**config.mk**
```make
export PLATFORM = sky130hd
export DESIGN_NAME = mcuxt_exec
export DESIGN_NICKNAME = d
export VERILOG_FILES = /design/src/pkg/mcuxt_pkg.sv /design/src/rtl/mcuxt_exec.sv
export SDC_FILE = /design/constraint.sdc
export NUM_CORES = 2
export LEC_CHECK = 0
export BUFFER_PORTS_ARGS = -buffer_cell sky130_fd_sc_hd__buf_2
export CAP_MARGIN = 30
export CORE_MARGIN = 8
export CORE_UTILIZATION = 27
export CTS_CLUSTER_SIZE = 8
export DETAILED_ROUTE_END_ITERATION = 6
export PLACE_DENSITY = 0.42
export SETUP_SLACK_MARGIN = 0.5
export SLEW_MARGIN = 10
export SYNTH_ARGS = -nofsm -noshare
export SYNTH_HDL_FRONTEND = slang
export SYNTH_SLANG_ARGS = --single-unit
```
**constraint.sdc**
```tcl
create_clock -name aclk -period 19.5 [get_ports aclk]
set_input_delay 2.925 -clock aclk [delete_from_list [all_inputs] [get_ports aclk]]
set_output_delay 2.925 -clock aclk [all_outputs]
set_load 0.01 [all_outputs]
```
**src/pkg/mcuxt_pkg.sv**
```systemverilog
// shared constants, opcodes and carriers for the instruction execute tail
package mcuxt_pkg;

  // register byte offsets on the control bus
  localparam logic [11:0] MCUXT_REG_INSTR = 12'h000;
  localparam logic [11:0] MCUXT_REG_WORK = 12'h004;
  localparam logic [11:0] MCUXT_REG_FLAGS = 12'h008;
  localparam logic [11:0] MCUXT_REG_TPTR_LOW = 12'h00C;
  localparam logic [11:0] MCUXT_REG_TPTR_HIGH = 12'h010;
  localparam logic [11:0] MCUXT_REG_TREAD_HIGH = 12'h014;
  localparam logic [11:0] MCUXT_REG_STATE = 12'h018;
  // data memory window: one byte per word from this base
  localparam logic [1:0] MCUXT_DMEM_SEL = 2'h1;
  localparam int MCUXT_DMEM_SEL_LSB = 10;

  // status register bit positions
  localparam int MCUXT_ST_BUSY = 0;
  localparam int MCUXT_ST_DISCARD = 1;

  // values after reset and fixed data values
  localparam logic [7:0] MCUXT_BYTE_RESET = 8'h00;
  localparam logic [7:0] MCUXT_ALL_ONES = 8'hFF;
  localparam logic [7:0] MCUXT_ONE = 8'h01;
  localparam logic [1:0] MCUXT_RESP_OKAY = 2'h0;
  localparam logic [1:0] MCUXT_RESP_SLVERR = 2'h2;

  // instruction codes carried in the instruction register
  typedef enum logic [4:0] {
    OP_NO_OPERATION = 5'h00,
    OP_SUBTRACT_BORROW_TO_W = 5'h01,
    OP_SUBTRACT_BORROW_TO_MEMORY = 5'h02,
    OP_SUBTRACT_TO_W = 5'h03,
    OP_SUBTRACT_TO_MEMORY = 5'h04,
    OP_SUBTRACT_IMMEDIATE = 5'h05,
    OP_DECREMENT_SKIP_NIL = 5'h06,
    OP_DECREMENT_SKIP_NIL_TO_W = 5'h07,
    OP_INCREMENT_SKIP_NIL = 5'h08,
    OP_INCREMENT_SKIP_NIL_TO_W = 5'h09,
    OP_SKIP_BIT_SET = 5'h0A,
    OP_SKIP_BIT_CLEAR = 5'h0B,
    OP_SKIP_IF_NIL = 5'h0C,
    OP_COPY_SKIP_IF_NIL = 5'h0D,
    OP_SET_BYTE = 5'h0E,
    OP_SET_BIT = 5'h0F,
    OP_NIBBLE_EXCHANGE = 5'h10,
    OP_NIBBLE_EXCHANGE_TO_W = 5'h11,
    OP_TABLE_FETCH_PAGED = 5'h12,
    OP_TABLE_FETCH_CURRENT_PAGE = 5'h13,
    OP_TABLE_FETCH_LAST_PAGE = 5'h14,
    OP_EXCLUSIVE_OR_TO_W = 5'h15,
    OP_EXCLUSIVE_OR_TO_MEMORY = 5'h16,
    OP_EXCLUSIVE_OR_IMMEDIATE = 5'h17
  } mcuxt_opcode_type;

  // instruction word as written to the instruction register, bits 23..0
  typedef struct packed {
    logic [7:0] immediate;
    logic [7:0] mem_addr;
    logic [2:0] bit_sel;
    mcuxt_opcode_type opcode;
  } mcuxt_instr_type;

  // status flags, bits 3..0 of the flags register
  typedef struct packed {
    logic signed_range_flag;
    logic zero_flag;
    logic half_borrow_flag;
    logic borrow_flag;
  } mcuxt_flags_type;

  // execution sequencer states
  typedef enum logic [2:0] {
    ST_IDLE = 3'b000,
    ST_EXEC = 3'b001,
    ST_SKIP = 3'b011,
    ST_TREQ = 3'b101,
    ST_TCAP = 3'b111
  } mcuxt_state_type;

endpackage : mcuxt_pkg

```
**src/rtl/mcuxt_exec.sv**
```systemverilog
// instruction execute tail: subtract, skip, set, swap, table read and xor
// Operation
// - borrow subtract to memory: w minus operand minus inverted borrow; four flags
// - subtract borrow flag: 0 if negative, 1 if zero or positive
// - plain subtract of memory or immediate into w or memory; four flags
// - decrement memory in place; skip when zero; no flags
// - decrement into w, memory kept; skip when zero
// - increment memory in place; skip when zero; no flags
// - increment into w, memory kept; skip when zero
// - a taken skip adds one dummy cycle
// - skip when the selected bit is one
// - skip when the selected bit is zero
// - skip when the operand is zero
// - copy operand to w, skip when zero; no flags
// - set byte writes all ones; no flags
// - set bit forces only the selected bit
// - nibble exchange into memory or w; no flags
// - paged table read: low byte to memory, high byte kept
// - table read on the current page
// - table read on the last page
// - xor of w with operand or immediate; zero flag only
`timescale 1ns/1ps

module mcuxt_exec
  import mcuxt_pkg::*;
#(
  parameter int DMEM_DEPTH = 256,
  parameter int PA_W = 12,
  parameter int PW_W = 16
) (
  // clock and reset
  input wire logic aclk,
  input wire logic aresetn,
  // axi4-lite write address and data
  input wire logic [11:0] s_axi_awaddr,
  input wire logic [2:0] s_axi_awprot,
  input wire logic s_axi_awvalid,
  output logic s_axi_awready,
  input wire logic [31:0] s_axi_wdata,
  input wire logic [3:0] s_axi_wstrb,
  input wire logic s_axi_wvalid,
  output logic s_axi_wready,
  // axi4-lite write response
  output logic [1:0] s_axi_bresp,
  output logic s_axi_bvalid,
  input wire logic s_axi_bready,
  // axi4-lite read
  input wire logic [11:0] s_axi_araddr,
  input wire logic [2:0] s_axi_arprot,
  input wire logic s_axi_arvalid,
  output logic s_axi_arready,
  output logic [31:0] s_axi_rdata,
  output logic [1:0] s_axi_rresp,
  output logic s_axi_rvalid,
  input wire logic s_axi_rready,
  // program memory read port, word arrives the cycle after the strobe
  output logic [PA_W-1:0] pmem_addr,
  output logic pmem_rd,
  input wire logic [PW_W-1:0] pmem_rdata,
  // fetch logic view
  input wire logic [PA_W-9:0] current_page,
  output logic busy,
  output logic skip_taken
);

  localparam int DA_W = $clog2(DMEM_DEPTH);

  mcuxt_state_type state_q;
  mcuxt_instr_type instr_q;
  mcuxt_flags_type flags_q;
  logic [7:0] dmem_q [DMEM_DEPTH];
  logic [7:0] working_register_q, table_pointer_low_q, table_pointer_high_q;
  logic [7:0] table_read_high_byte_q;
  logic go_q, discard_q, skip_taken_q, pmem_rd_q;
  logic [PA_W-1:0] pmem_addr_q;

  // bus holding registers
  logic aw_hold_q, w_hold_q, bvalid_q, rvalid_q;
  logic [11:0] aw_addr_q;
  logic [31:0] w_data_q, rdata_q;
  logic [3:0] w_strb_q;
  logic [1:0] bresp_q, rresp_q;

  // execution decode results
  logic exec_en, wr_mem, wr_w, upd_arith, upd_zero, skip_cond, is_table, borrow_in;
  logic [7:0] operand, result, sub_rhs;
  logic [PA_W-1:0] table_addr;
  logic [8:0] diff;
  logic [4:0] half_diff;

  // write decode
  logic do_write, wsel_instr, wsel_work, wsel_flags, wsel_tlow, wsel_thigh, wsel_dmem, wsel_ro;

  // bus write channel: address and data taken in either order
  assign s_axi_awready = ~aw_hold_q;
  assign s_axi_wready = ~w_hold_q;
  assign s_axi_bvalid = bvalid_q;
  assign s_axi_bresp = bresp_q;
  // writes wait for an idle sequencer so they never race an instruction
  assign do_write = aw_hold_q & w_hold_q & ~bvalid_q & (state_q == ST_IDLE) & ~go_q;

  assign wsel_instr = (aw_addr_q == MCUXT_REG_INSTR);
  assign wsel_work = (aw_addr_q == MCUXT_REG_WORK);
  assign wsel_flags = (aw_addr_q == MCUXT_REG_FLAGS);
  assign wsel_tlow = (aw_addr_q == MCUXT_REG_TPTR_LOW);
  assign wsel_thigh = (aw_addr_q == MCUXT_REG_TPTR_HIGH);
  assign wsel_ro = (aw_addr_q == MCUXT_REG_TREAD_HIGH) | (aw_addr_q == MCUXT_REG_STATE);
  assign wsel_dmem = (aw_addr_q[11:MCUXT_DMEM_SEL_LSB] == MCUXT_DMEM_SEL)
                   & (int'(aw_addr_q[MCUXT_DMEM_SEL_LSB-1:2]) < DMEM_DEPTH);

  // address and data holding
  always_ff @(posedge aclk) begin
    if (!aresetn) begin
      aw_hold_q <= 1'b0;
      aw_addr_q <= 12'h000;
      w_hold_q <= 1'b0;
      w_data_q <= 32'h0000_0000;
      w_strb_q <= 4'h0;
    end else begin
      if (s_axi_awvalid && !aw_hold_q) begin
        aw_hold_q <= 1'b1;
        aw_addr_q <= {s_axi_awaddr[11:2], 2'h0};
      end else if (do_write) begin
        aw_hold_q <= 1'b0;
      end
      if (s_axi_wvalid && !w_hold_q) begin
        w_hold_q <= 1'b1;
        w_data_q <= s_axi_wdata;
        w_strb_q <= s_axi_wstrb;
      end else if (do_write) begin
        w_hold_q <= 1'b0;
      end
    end
  end

  // write response, error for unmapped words
  always_ff @(posedge aclk) begin
    if (!aresetn) begin
      bvalid_q <= 1'b0;
      bresp_q <= MCUXT_RESP_OKAY;
    end else if (do_write) begin
      bvalid_q <= 1'b1;
      bresp_q <= (wsel_instr | wsel_work | wsel_flags | wsel_tlow | wsel_thigh | wsel_ro
                  | wsel_dmem) ? MCUXT_RESP_OKAY : MCUXT_RESP_SLVERR;
    end else if (s_axi_bready) begin
      bvalid_q <= 1'b0;
    end
  end

  // instruction register: a write issues the instruction
  always_ff @(posedge aclk) begin
    if (!aresetn) begin
      instr_q <= '0;
      go_q <= 1'b0;
    end else begin
      go_q <= do_write & wsel_instr;
      if (do_write && wsel_instr) begin
        instr_q.opcode <= w_strb_q[0] ? mcuxt_opcode_type'(w_data_q[4:0]) : OP_NO_OPERATION;
        instr_q.bit_sel <= w_strb_q[0] ? w_data_q[7:5] : 3'h0;
        instr_q.mem_addr <= w_strb_q[1] ? w_data_q[15:8] : MCUXT_BYTE_RESET;
        instr_q.immediate <= w_strb_q[2] ? w_data_q[23:16] : MCUXT_BYTE_RESET;
      end
    end
  end

  // bus read channel, one outstanding read
  assign s_axi_arready = ~rvalid_q;
  assign s_axi_rvalid = rvalid_q;
  assign s_axi_rdata = rdata_q;
  assign s_axi_rresp = rresp_q;

  always_ff @(posedge aclk) begin
    if (!aresetn) begin
      rvalid_q <= 1'b0;
      rdata_q <= 32'h0000_0000;
      rresp_q <= MCUXT_RESP_OKAY;
    end else if (s_axi_arvalid && !rvalid_q) begin
      rvalid_q <= 1'b1;
      rresp_q <= MCUXT_RESP_OKAY;
      rdata_q <= 32'h0000_0000;
      if (s_axi_araddr[11:MCUXT_DMEM_SEL_LSB] == MCUXT_DMEM_SEL &&
          int'(s_axi_araddr[MCUXT_DMEM_SEL_LSB-1:2]) < DMEM_DEPTH) begin
        rdata_q[7:0] <= dmem_q[s_axi_araddr[DA_W+1:2]];
      end else begin
        unique case ({s_axi_araddr[11:2], 2'h0})
          MCUXT_REG_INSTR: rdata_q[23:0] <= instr_q;
          MCUXT_REG_WORK: rdata_q[7:0] <= working_register_q;
          MCUXT_REG_FLAGS: rdata_q[3:0] <= flags_q;
          MCUXT_REG_TPTR_LOW: rdata_q[7:0] <= table_pointer_low_q;
          MCUXT_REG_TPTR_HIGH: rdata_q[7:0] <= table_pointer_high_q;
          MCUXT_REG_TREAD_HIGH: rdata_q[7:0] <= table_read_high_byte_q;
          MCUXT_REG_STATE: begin
            rdata_q[MCUXT_ST_BUSY] <= busy;
            rdata_q[MCUXT_ST_DISCARD] <= discard_q;
          end
          default: rresp_q <= MCUXT_RESP_SLVERR;
        endcase
      end
    end else if (s_axi_rready) begin
      rvalid_q <= 1'b0;
    end
  end

  // instruction decode and datapath, evaluated in the execute cycle
  assign exec_en = (state_q == ST_EXEC) & ~discard_q;
  assign operand = dmem_q[instr_q.mem_addr[DA_W-1:0]];
  assign sub_rhs = (instr_q.opcode == OP_SUBTRACT_IMMEDIATE ||
                    instr_q.opcode == OP_EXCLUSIVE_OR_IMMEDIATE) ? instr_q.immediate : operand;
  // borrow in is the inverted borrow flag only for the with-borrow forms
  assign borrow_in = ((instr_q.opcode == OP_SUBTRACT_BORROW_TO_W) ||
                      (instr_q.opcode == OP_SUBTRACT_BORROW_TO_MEMORY)) & ~flags_q.borrow_flag;
  assign diff = {1'b0, working_register_q} - {1'b0, sub_rhs} - {8'h00, borrow_in};
  assign half_diff = {1'b0, working_register_q[3:0]} - {1'b0, sub_rhs[3:0]} - {4'h0, borrow_in};

  always_comb begin
    result = MCUXT_BYTE_RESET;
    wr_mem = 1'b0;
    wr_w = 1'b0;
    upd_arith = 1'b0;
    upd_zero = 1'b0;
    skip_cond = 1'b0;
    is_table = 1'b0;
    table_addr = '0;
    unique case (instr_q.opcode)
      OP_SUBTRACT_BORROW_TO_W, OP_SUBTRACT_TO_W, OP_SUBTRACT_IMMEDIATE: begin
        result = diff[7:0];
        wr_w = 1'b1;
        upd_arith = 1'b1;
      end
      OP_SUBTRACT_BORROW_TO_MEMORY, OP_SUBTRACT_TO_MEMORY: begin
        result = diff[7:0];
        wr_mem = 1'b1;
        upd_arith = 1'b1;
      end
      OP_DECREMENT_SKIP_NIL, OP_DECREMENT_SKIP_NIL_TO_W: begin
        result = operand - MCUXT_ONE;
        wr_mem = (instr_q.opcode == OP_DECREMENT_SKIP_NIL);
        wr_w = (instr_q.opcode == OP_DECREMENT_SKIP_NIL_TO_W);
        skip_cond = (result == MCUXT_BYTE_RESET);
      end
      OP_INCREMENT_SKIP_NIL, OP_INCREMENT_SKIP_NIL_TO_W: begin
        result = operand + MCUXT_ONE;
        wr_mem = (instr_q.opcode == OP_INCREMENT_SKIP_NIL);
        wr_w = (instr_q.opcode == OP_INCREMENT_SKIP_NIL_TO_W);
        skip_cond = (result == MCUXT_BYTE_RESET);
      end
      OP_SKIP_BIT_SET: skip_cond = operand[instr_q.bit_sel];
      OP_SKIP_BIT_CLEAR: skip_cond = ~operand[instr_q.bit_sel];
      OP_SKIP_IF_NIL: skip_cond = (operand == MCUXT_BYTE_RESET);
      OP_COPY_SKIP_IF_NIL: begin
        result = operand;
        wr_w = 1'b1;
        skip_cond = (operand == MCUXT_BYTE_RESET);
      end
      OP_SET_BYTE: begin
        result = MCUXT_ALL_ONES;
        wr_mem = 1'b1;
      end
      OP_SET_BIT: begin
        result = operand | (MCUXT_ONE << instr_q.bit_sel);
        wr_mem = 1'b1;
      end
      OP_NIBBLE_EXCHANGE, OP_NIBBLE_EXCHANGE_TO_W: begin
        result = {operand[3:0], operand[7:4]};
        wr_mem = (instr_q.opcode == OP_NIBBLE_EXCHANGE);
        wr_w = (instr_q.opcode == OP_NIBBLE_EXCHANGE_TO_W);
      end
      OP_TABLE_FETCH_PAGED: begin
        is_table = 1'b1;
        table_addr = {table_pointer_high_q[PA_W-9:0], table_pointer_low_q};
      end
      OP_TABLE_FETCH_CURRENT_PAGE: begin
        is_table = 1'b1;
        table_addr = {current_page, table_pointer_low_q};
      end
      OP_TABLE_FETCH_LAST_PAGE: begin
        is_table = 1'b1;
        table_addr = {{(PA_W-8){1'b1}}, table_pointer_low_q};
      end
      OP_EXCLUSIVE_OR_TO_W, OP_EXCLUSIVE_OR_IMMEDIATE: begin
        result = working_register_q ^ sub_rhs;
        wr_w = 1'b1;
        upd_zero = 1'b1;
      end
      OP_EXCLUSIVE_OR_TO_MEMORY: begin
        result = working_register_q ^ operand;
        wr_mem = 1'b1;
        upd_zero = 1'b1;
      end
      default: result = MCUXT_BYTE_RESET;
    endcase
  end

  // sequencer: execute, then dummy cycle on a skip or two cycles of table read
  always_ff @(posedge aclk) begin
    if (!aresetn) begin
      state_q <= ST_IDLE;
    end else begin
      unique case (state_q)
        ST_IDLE: if (go_q) state_q <= ST_EXEC;
        ST_EXEC: begin
          if (!exec_en) state_q <= ST_IDLE;
          else if (is_table) state_q <= ST_TREQ;
          else if (skip_cond) state_q <= ST_SKIP;
          else state_q <= ST_IDLE;
        end
        ST_SKIP: state_q <= ST_IDLE;
        ST_TREQ: state_q <= ST_TCAP;
        ST_TCAP: state_q <= ST_IDLE;
        default: state_q <= ST_IDLE;
      endcase
    end
  end

  // discard marker: the instruction after a taken skip is dropped
  always_ff @(posedge aclk) begin
    if (!aresetn) begin
      discard_q <= 1'b0;
      skip_taken_q <= 1'b0;
    end else begin
      skip_taken_q <= exec_en & ~is_table & skip_cond;
      if (exec_en && !is_table && skip_cond) discard_q <= 1'b1;
      else if (state_q == ST_EXEC) discard_q <= 1'b0;
    end
  end

  // program memory request, registered so the port sees a stable address
  always_ff @(posedge aclk) begin
    if (!aresetn) begin
      pmem_addr_q <= '0;
      pmem_rd_q <= 1'b0;
    end else begin
      pmem_rd_q <= exec_en & is_table;
      if (exec_en && is_table) pmem_addr_q <= table_addr;
    end
  end

  // data memory: bus window, execute write-back and table low byte
  always_ff @(posedge aclk) begin
    if (exec_en && wr_mem) begin
      dmem_q[instr_q.mem_addr[DA_W-1:0]] <= result;
    end else if (state_q == ST_TCAP) begin
      dmem_q[instr_q.mem_addr[DA_W-1:0]] <= pmem_rdata[7:0];
    end else if (do_write && wsel_dmem && w_strb_q[0]) begin
      dmem_q[aw_addr_q[DA_W+1:2]] <= w_data_q[7:0];
    end
  end

  // working register
  always_ff @(posedge aclk) begin
    if (!aresetn) begin
      working_register_q <= MCUXT_BYTE_RESET;
    end else if (exec_en && wr_w) begin
      working_register_q <= result;
    end else if (do_write && wsel_work && w_strb_q[0]) begin
      working_register_q <= w_data_q[7:0];
    end
  end

  // flags: borrow flag set means no borrow, i.e. result zero or positive
  always_ff @(posedge aclk) begin
    if (!aresetn) begin
      flags_q <= '0;
    end else if (exec_en && upd_arith) begin
      flags_q.borrow_flag <= ~diff[8];
      flags_q.half_borrow_flag <= ~half_diff[4];
      flags_q.zero_flag <= (diff[7:0] == MCUXT_BYTE_RESET);
      flags_q.signed_range_flag <= (working_register_q[7] ^ sub_rhs[7]) &
                                   (diff[7] ^ working_register_q[7]);
    end else if (exec_en && upd_zero) begin
      flags_q.zero_flag <= (result == MCUXT_BYTE_RESET);
    end else if (do_write && wsel_flags && w_strb_q[0]) begin
      flags_q <= w_data_q[3:0];
    end
  end

  // table pointers are software written, the high read byte comes from the table
  always_ff @(posedge aclk) begin
    if (!aresetn) begin
      table_pointer_low_q <= MCUXT_BYTE_RESET;
      table_pointer_high_q <= MCUXT_BYTE_RESET;
      table_read_high_byte_q <= MCUXT_BYTE_RESET;
    end else begin
      if (do_write && wsel_tlow && w_strb_q[0]) table_pointer_low_q <= w_data_q[7:0];
      if (do_write && wsel_thigh && w_strb_q[0]) table_pointer_high_q <= w_data_q[7:0];
      if (state_q == ST_TCAP) table_read_high_byte_q <= pmem_rdata[PW_W-1:PW_W-8];
    end
  end

  // outputs
  assign pmem_addr = pmem_addr_q;
  assign pmem_rd = pmem_rd_q;
  assign busy = (state_q != ST_IDLE) | go_q;
  assign skip_taken = skip_taken_q;

endmodule : mcuxt_exec

```
==> metrics <==
status=completed; Crit. End Element=register; Clock Skew=47.89 ps; total core area=0.3851 sq mm; number of fill cells in the layout=37110; Compound-Gate Fraction of Synth Area=0.04005; Leak Pwr=37.28 nW; Adder-Cell Fraction of Synth Area=0.002423; Die ar.=0.4065 sq mm; RSZ-0062 raised after global routing=no; Syn Area/Cell=18.03 sq um; worst-skew pair later-pin latency=890 ps; cell count after synthesis=5787; Critical path destination=dmem_q[239][4]; min-delay worst type=register to register; Max VDD drop=0.07169 mV; Yosys reg bits=2202; Clk pin slew, worst setup/hold paths=50 ps; Max Freq=0.09801 GHz; end of the worst register-to-register path=dmem_q[239][4]; post-synth cell types=92; layout overhead on the synthesized area=16.09%; number of top-level pins=149; # clock sinks=2202; R2R cell count=26; htree depth=5; largest area contributor in the netlist=edfxtp_1; Via density=5.539; Setup WS post-layout=9297 ps; crit path max fanout=73; die width=637.6 microns; DR iter-0 viols=7280; asr flop ratio synth=0; dpl hpwl=268.5 mm; crit share post-route=0.5232; cts hold-fix bufs=0; post-synthesis mux area share=0.2673; final setup fails=0; setup bufs post-CTS=0; commonest cells in the netlist=2048 x edfxtp_1, 1098 x mux4_2, 376 x nor2_1; Worst EP required=20050 ps; # port buffers=119; initial antenna violation count=35; Max clock buf depth=4; # nets final=6284; CTS resizes=0; Detail Route Antenna Nets=0; Final Slew Violations=0; Worst Hold Slack=447.0 ps; WL final=403.3 mm; fin crit period=10200 ps; Post-synth top flop=edfxtp_1; largest net degree at the start of global routing=208; ranking of synthesized cells by area=edfxtp_1 59%, mux4_2 24%, dfxtp_1 3.0%; CTS Root Buffer Type=clkbuf_16; largest family of logic cells by synthesized area=multiplexers; Final Hold Viols=0; reg-to-reg slack, setup=9300 ps; GRT Total Usage=0.1922; P per Cell Area=86.97 mW/mm^2; most numerous cell in the Yosys netlist=edfxtp_1; post-synthesis xor/xnor area fraction=0.002183; global-route wire length before repair=550.5 mm; maxcap violations=0; first drt pass iteration count=5; share of post-route cells with drive strength above 1=0.3326; vias in the first global route=63030; vias=62580; cts bufs inserted=318; synth warn=0; drt drc=0; TNS Setup=0 ps; post-synth top area share=0.5895; Slew headroom=0.1638; Post-Place Setup Slack=8848 ps; Post-synth EDFFs=2048; post-route insts no fill=11300; GRT overflow=0; dpl cells=10880; CP Class=register to register; row count=228; CTS tree=built; synthesized area=0.1043 sq mm; Die H=637.6 microns; Critical Path Start Type=register; Starting Density=0.2709; Arr. time, crit path=10750 ps; final core occ=0.3145; GP Congestion=0.8481; Seq/Total Area, Yosys=0.6191; worst-margin pin slew=1243 ps; routed len/inst=35.69 microns; simple-gate portion of the synthesized area=0.04406
==> where the power goes <==
group | internal [mW] | leakage [nW] | switching (mW)
sequential | 5.10 | 20.1 | 0.0102
clock | 2.98 | 4.17 | 2.02
combinational | 0.177 | 13.0 | 0.237
==> per-layer routing <==
metal,GRT usage,share of wire,vias to the layer above,routed length [microns]
li1,-,-,24940,-
met1,0.2648,0.42,34180,171400
met2,0.3077,0.47,2883,188600
met3,0.03323,0.070,581,28330
met4,0.06440,0.037,8,14880
met5,0,0.00011,-,46
==> stage by stage <==
stage               area (sq um)  total power [mW]
floorplan                 104400             5.455
detailed placement        112200             5.619
global placement          111400             5.619
global route              121100             10.79
CTS                       120700             10.64
finish                    121100             10.53
==> worst min-delay path by stage <==
stage,cells after the start,from,endpoint,slack (ps)
floorplan,2,w_strb_q[1],w_strb_q[1],430
global placement,2,w_strb_q[1],w_strb_q[1],440
detailed placement,2,s_axi_rdata[20],s_axi_rdata[20],450
CTS,2,s_axi_rdata[16],s_axi_rdata[16],450
global route,2,s_axi_rdata[18],s_axi_rdata[18],470
finish,2,s_axi_rdata[20],s_axi_rdata[20],450
==> registers in the layout, summed over array words and instances (netlist names), 10 cells and up, named ones only <==
| register | flops |
|---|---|
| aw_addr_q | 10 |
| instr_q | 24 |
| s_axi_rdata | 24 |
| pmem_addr | 12 |
| w_data_q | 24 |
| dmem_q | 2048 |
==> layout make-up <==
| class | count | area (sq um) | area share |
|---|---|---|---|
| Clock buffer | 357 | 8379 | 0.06919 |
| Tap cell | 5060 | 6331 | 0.05228 |
| Sequential cell | 2202 | 64600 | 0.5334 |
| Multi-Input combinational cell | 3092 | 37400 | 0.3088 |
| Inverter | 45 | 173.9 | 0.001436 |
| Antenna cell | 17 | 42.54 | 0.0003513 |
| Clock inverter | 12 | 123.9 | 0.001023 |
| Timing Repair Buffer | 513 | 4056 | 0.03349 |
==> critical path: stages (launching register included) <==
cell and delay [ps]:
dfxtp_4 760, buf_4 600, buf_4 610, buf_4 580
mux4_2 570, mux2i_1 370, o22ai_1 170, nor2_1 290
a31o_2 390, or2_1 530, o21ai_0 230, fa_1 550
inv_1 50, ha_1 180, nor2_1 150, fa_1 240
nand2_1 70, a21oi_1 330, xnor2_1 170, a211o_1 340
or2_2 300, o32ai_1 630, a211oi_1 190, a21o_4 420
buf_4 340, buf_4 330, buf_16 280
==> cells by family (layout without fill, tap and decap cells) <==
group | count (synthesis) | count (layout)
DFF | 2202 | 2202
muxes | 1393 | 1393
and+or+nand+nor | 1031 | 1031
AOI/OAI and AO/OA | 613 | 613
buffers and inverters | 502 | 927
xor gates and xnor gates | 26 | 26
adders and majority gates | 19 | 19
other | 1 | 27
==> cells in the final DEF (no fill, tap or decap), types with 16 or more instances in the layout <==
master,synthesis,layout
clkbuf_1,199,25
a211oi_1,24,24
mux2i_1,249,249
buf_6,39,43
o22ai_1,42,42
clkbuf_16,0,330
nand2_2,0,16
nand2b_1,23,23
nand2_1,355,339
a21oi_1,153,153
nand3_1,85,85
nor3_1,35,34
inv_1,41,39
o21ai_0,71,68
xnor2_1,18,18
edfxtp_1,2048,2048
o211ai_1,28,28
nor2_1,376,368
nor2b_1,38,31
a22o_1,37,36
a22oi_1,96,96
ha_1,17,17
diode_2,0,17
dfxtp_1,154,148
mux2_2,36,36
buf_2,55,114
mux4_2,1098,1098
a31oi_1,27,27
a32oi_1,23,23
buf_4,80,330
Power figures use the tool's default switching activity.
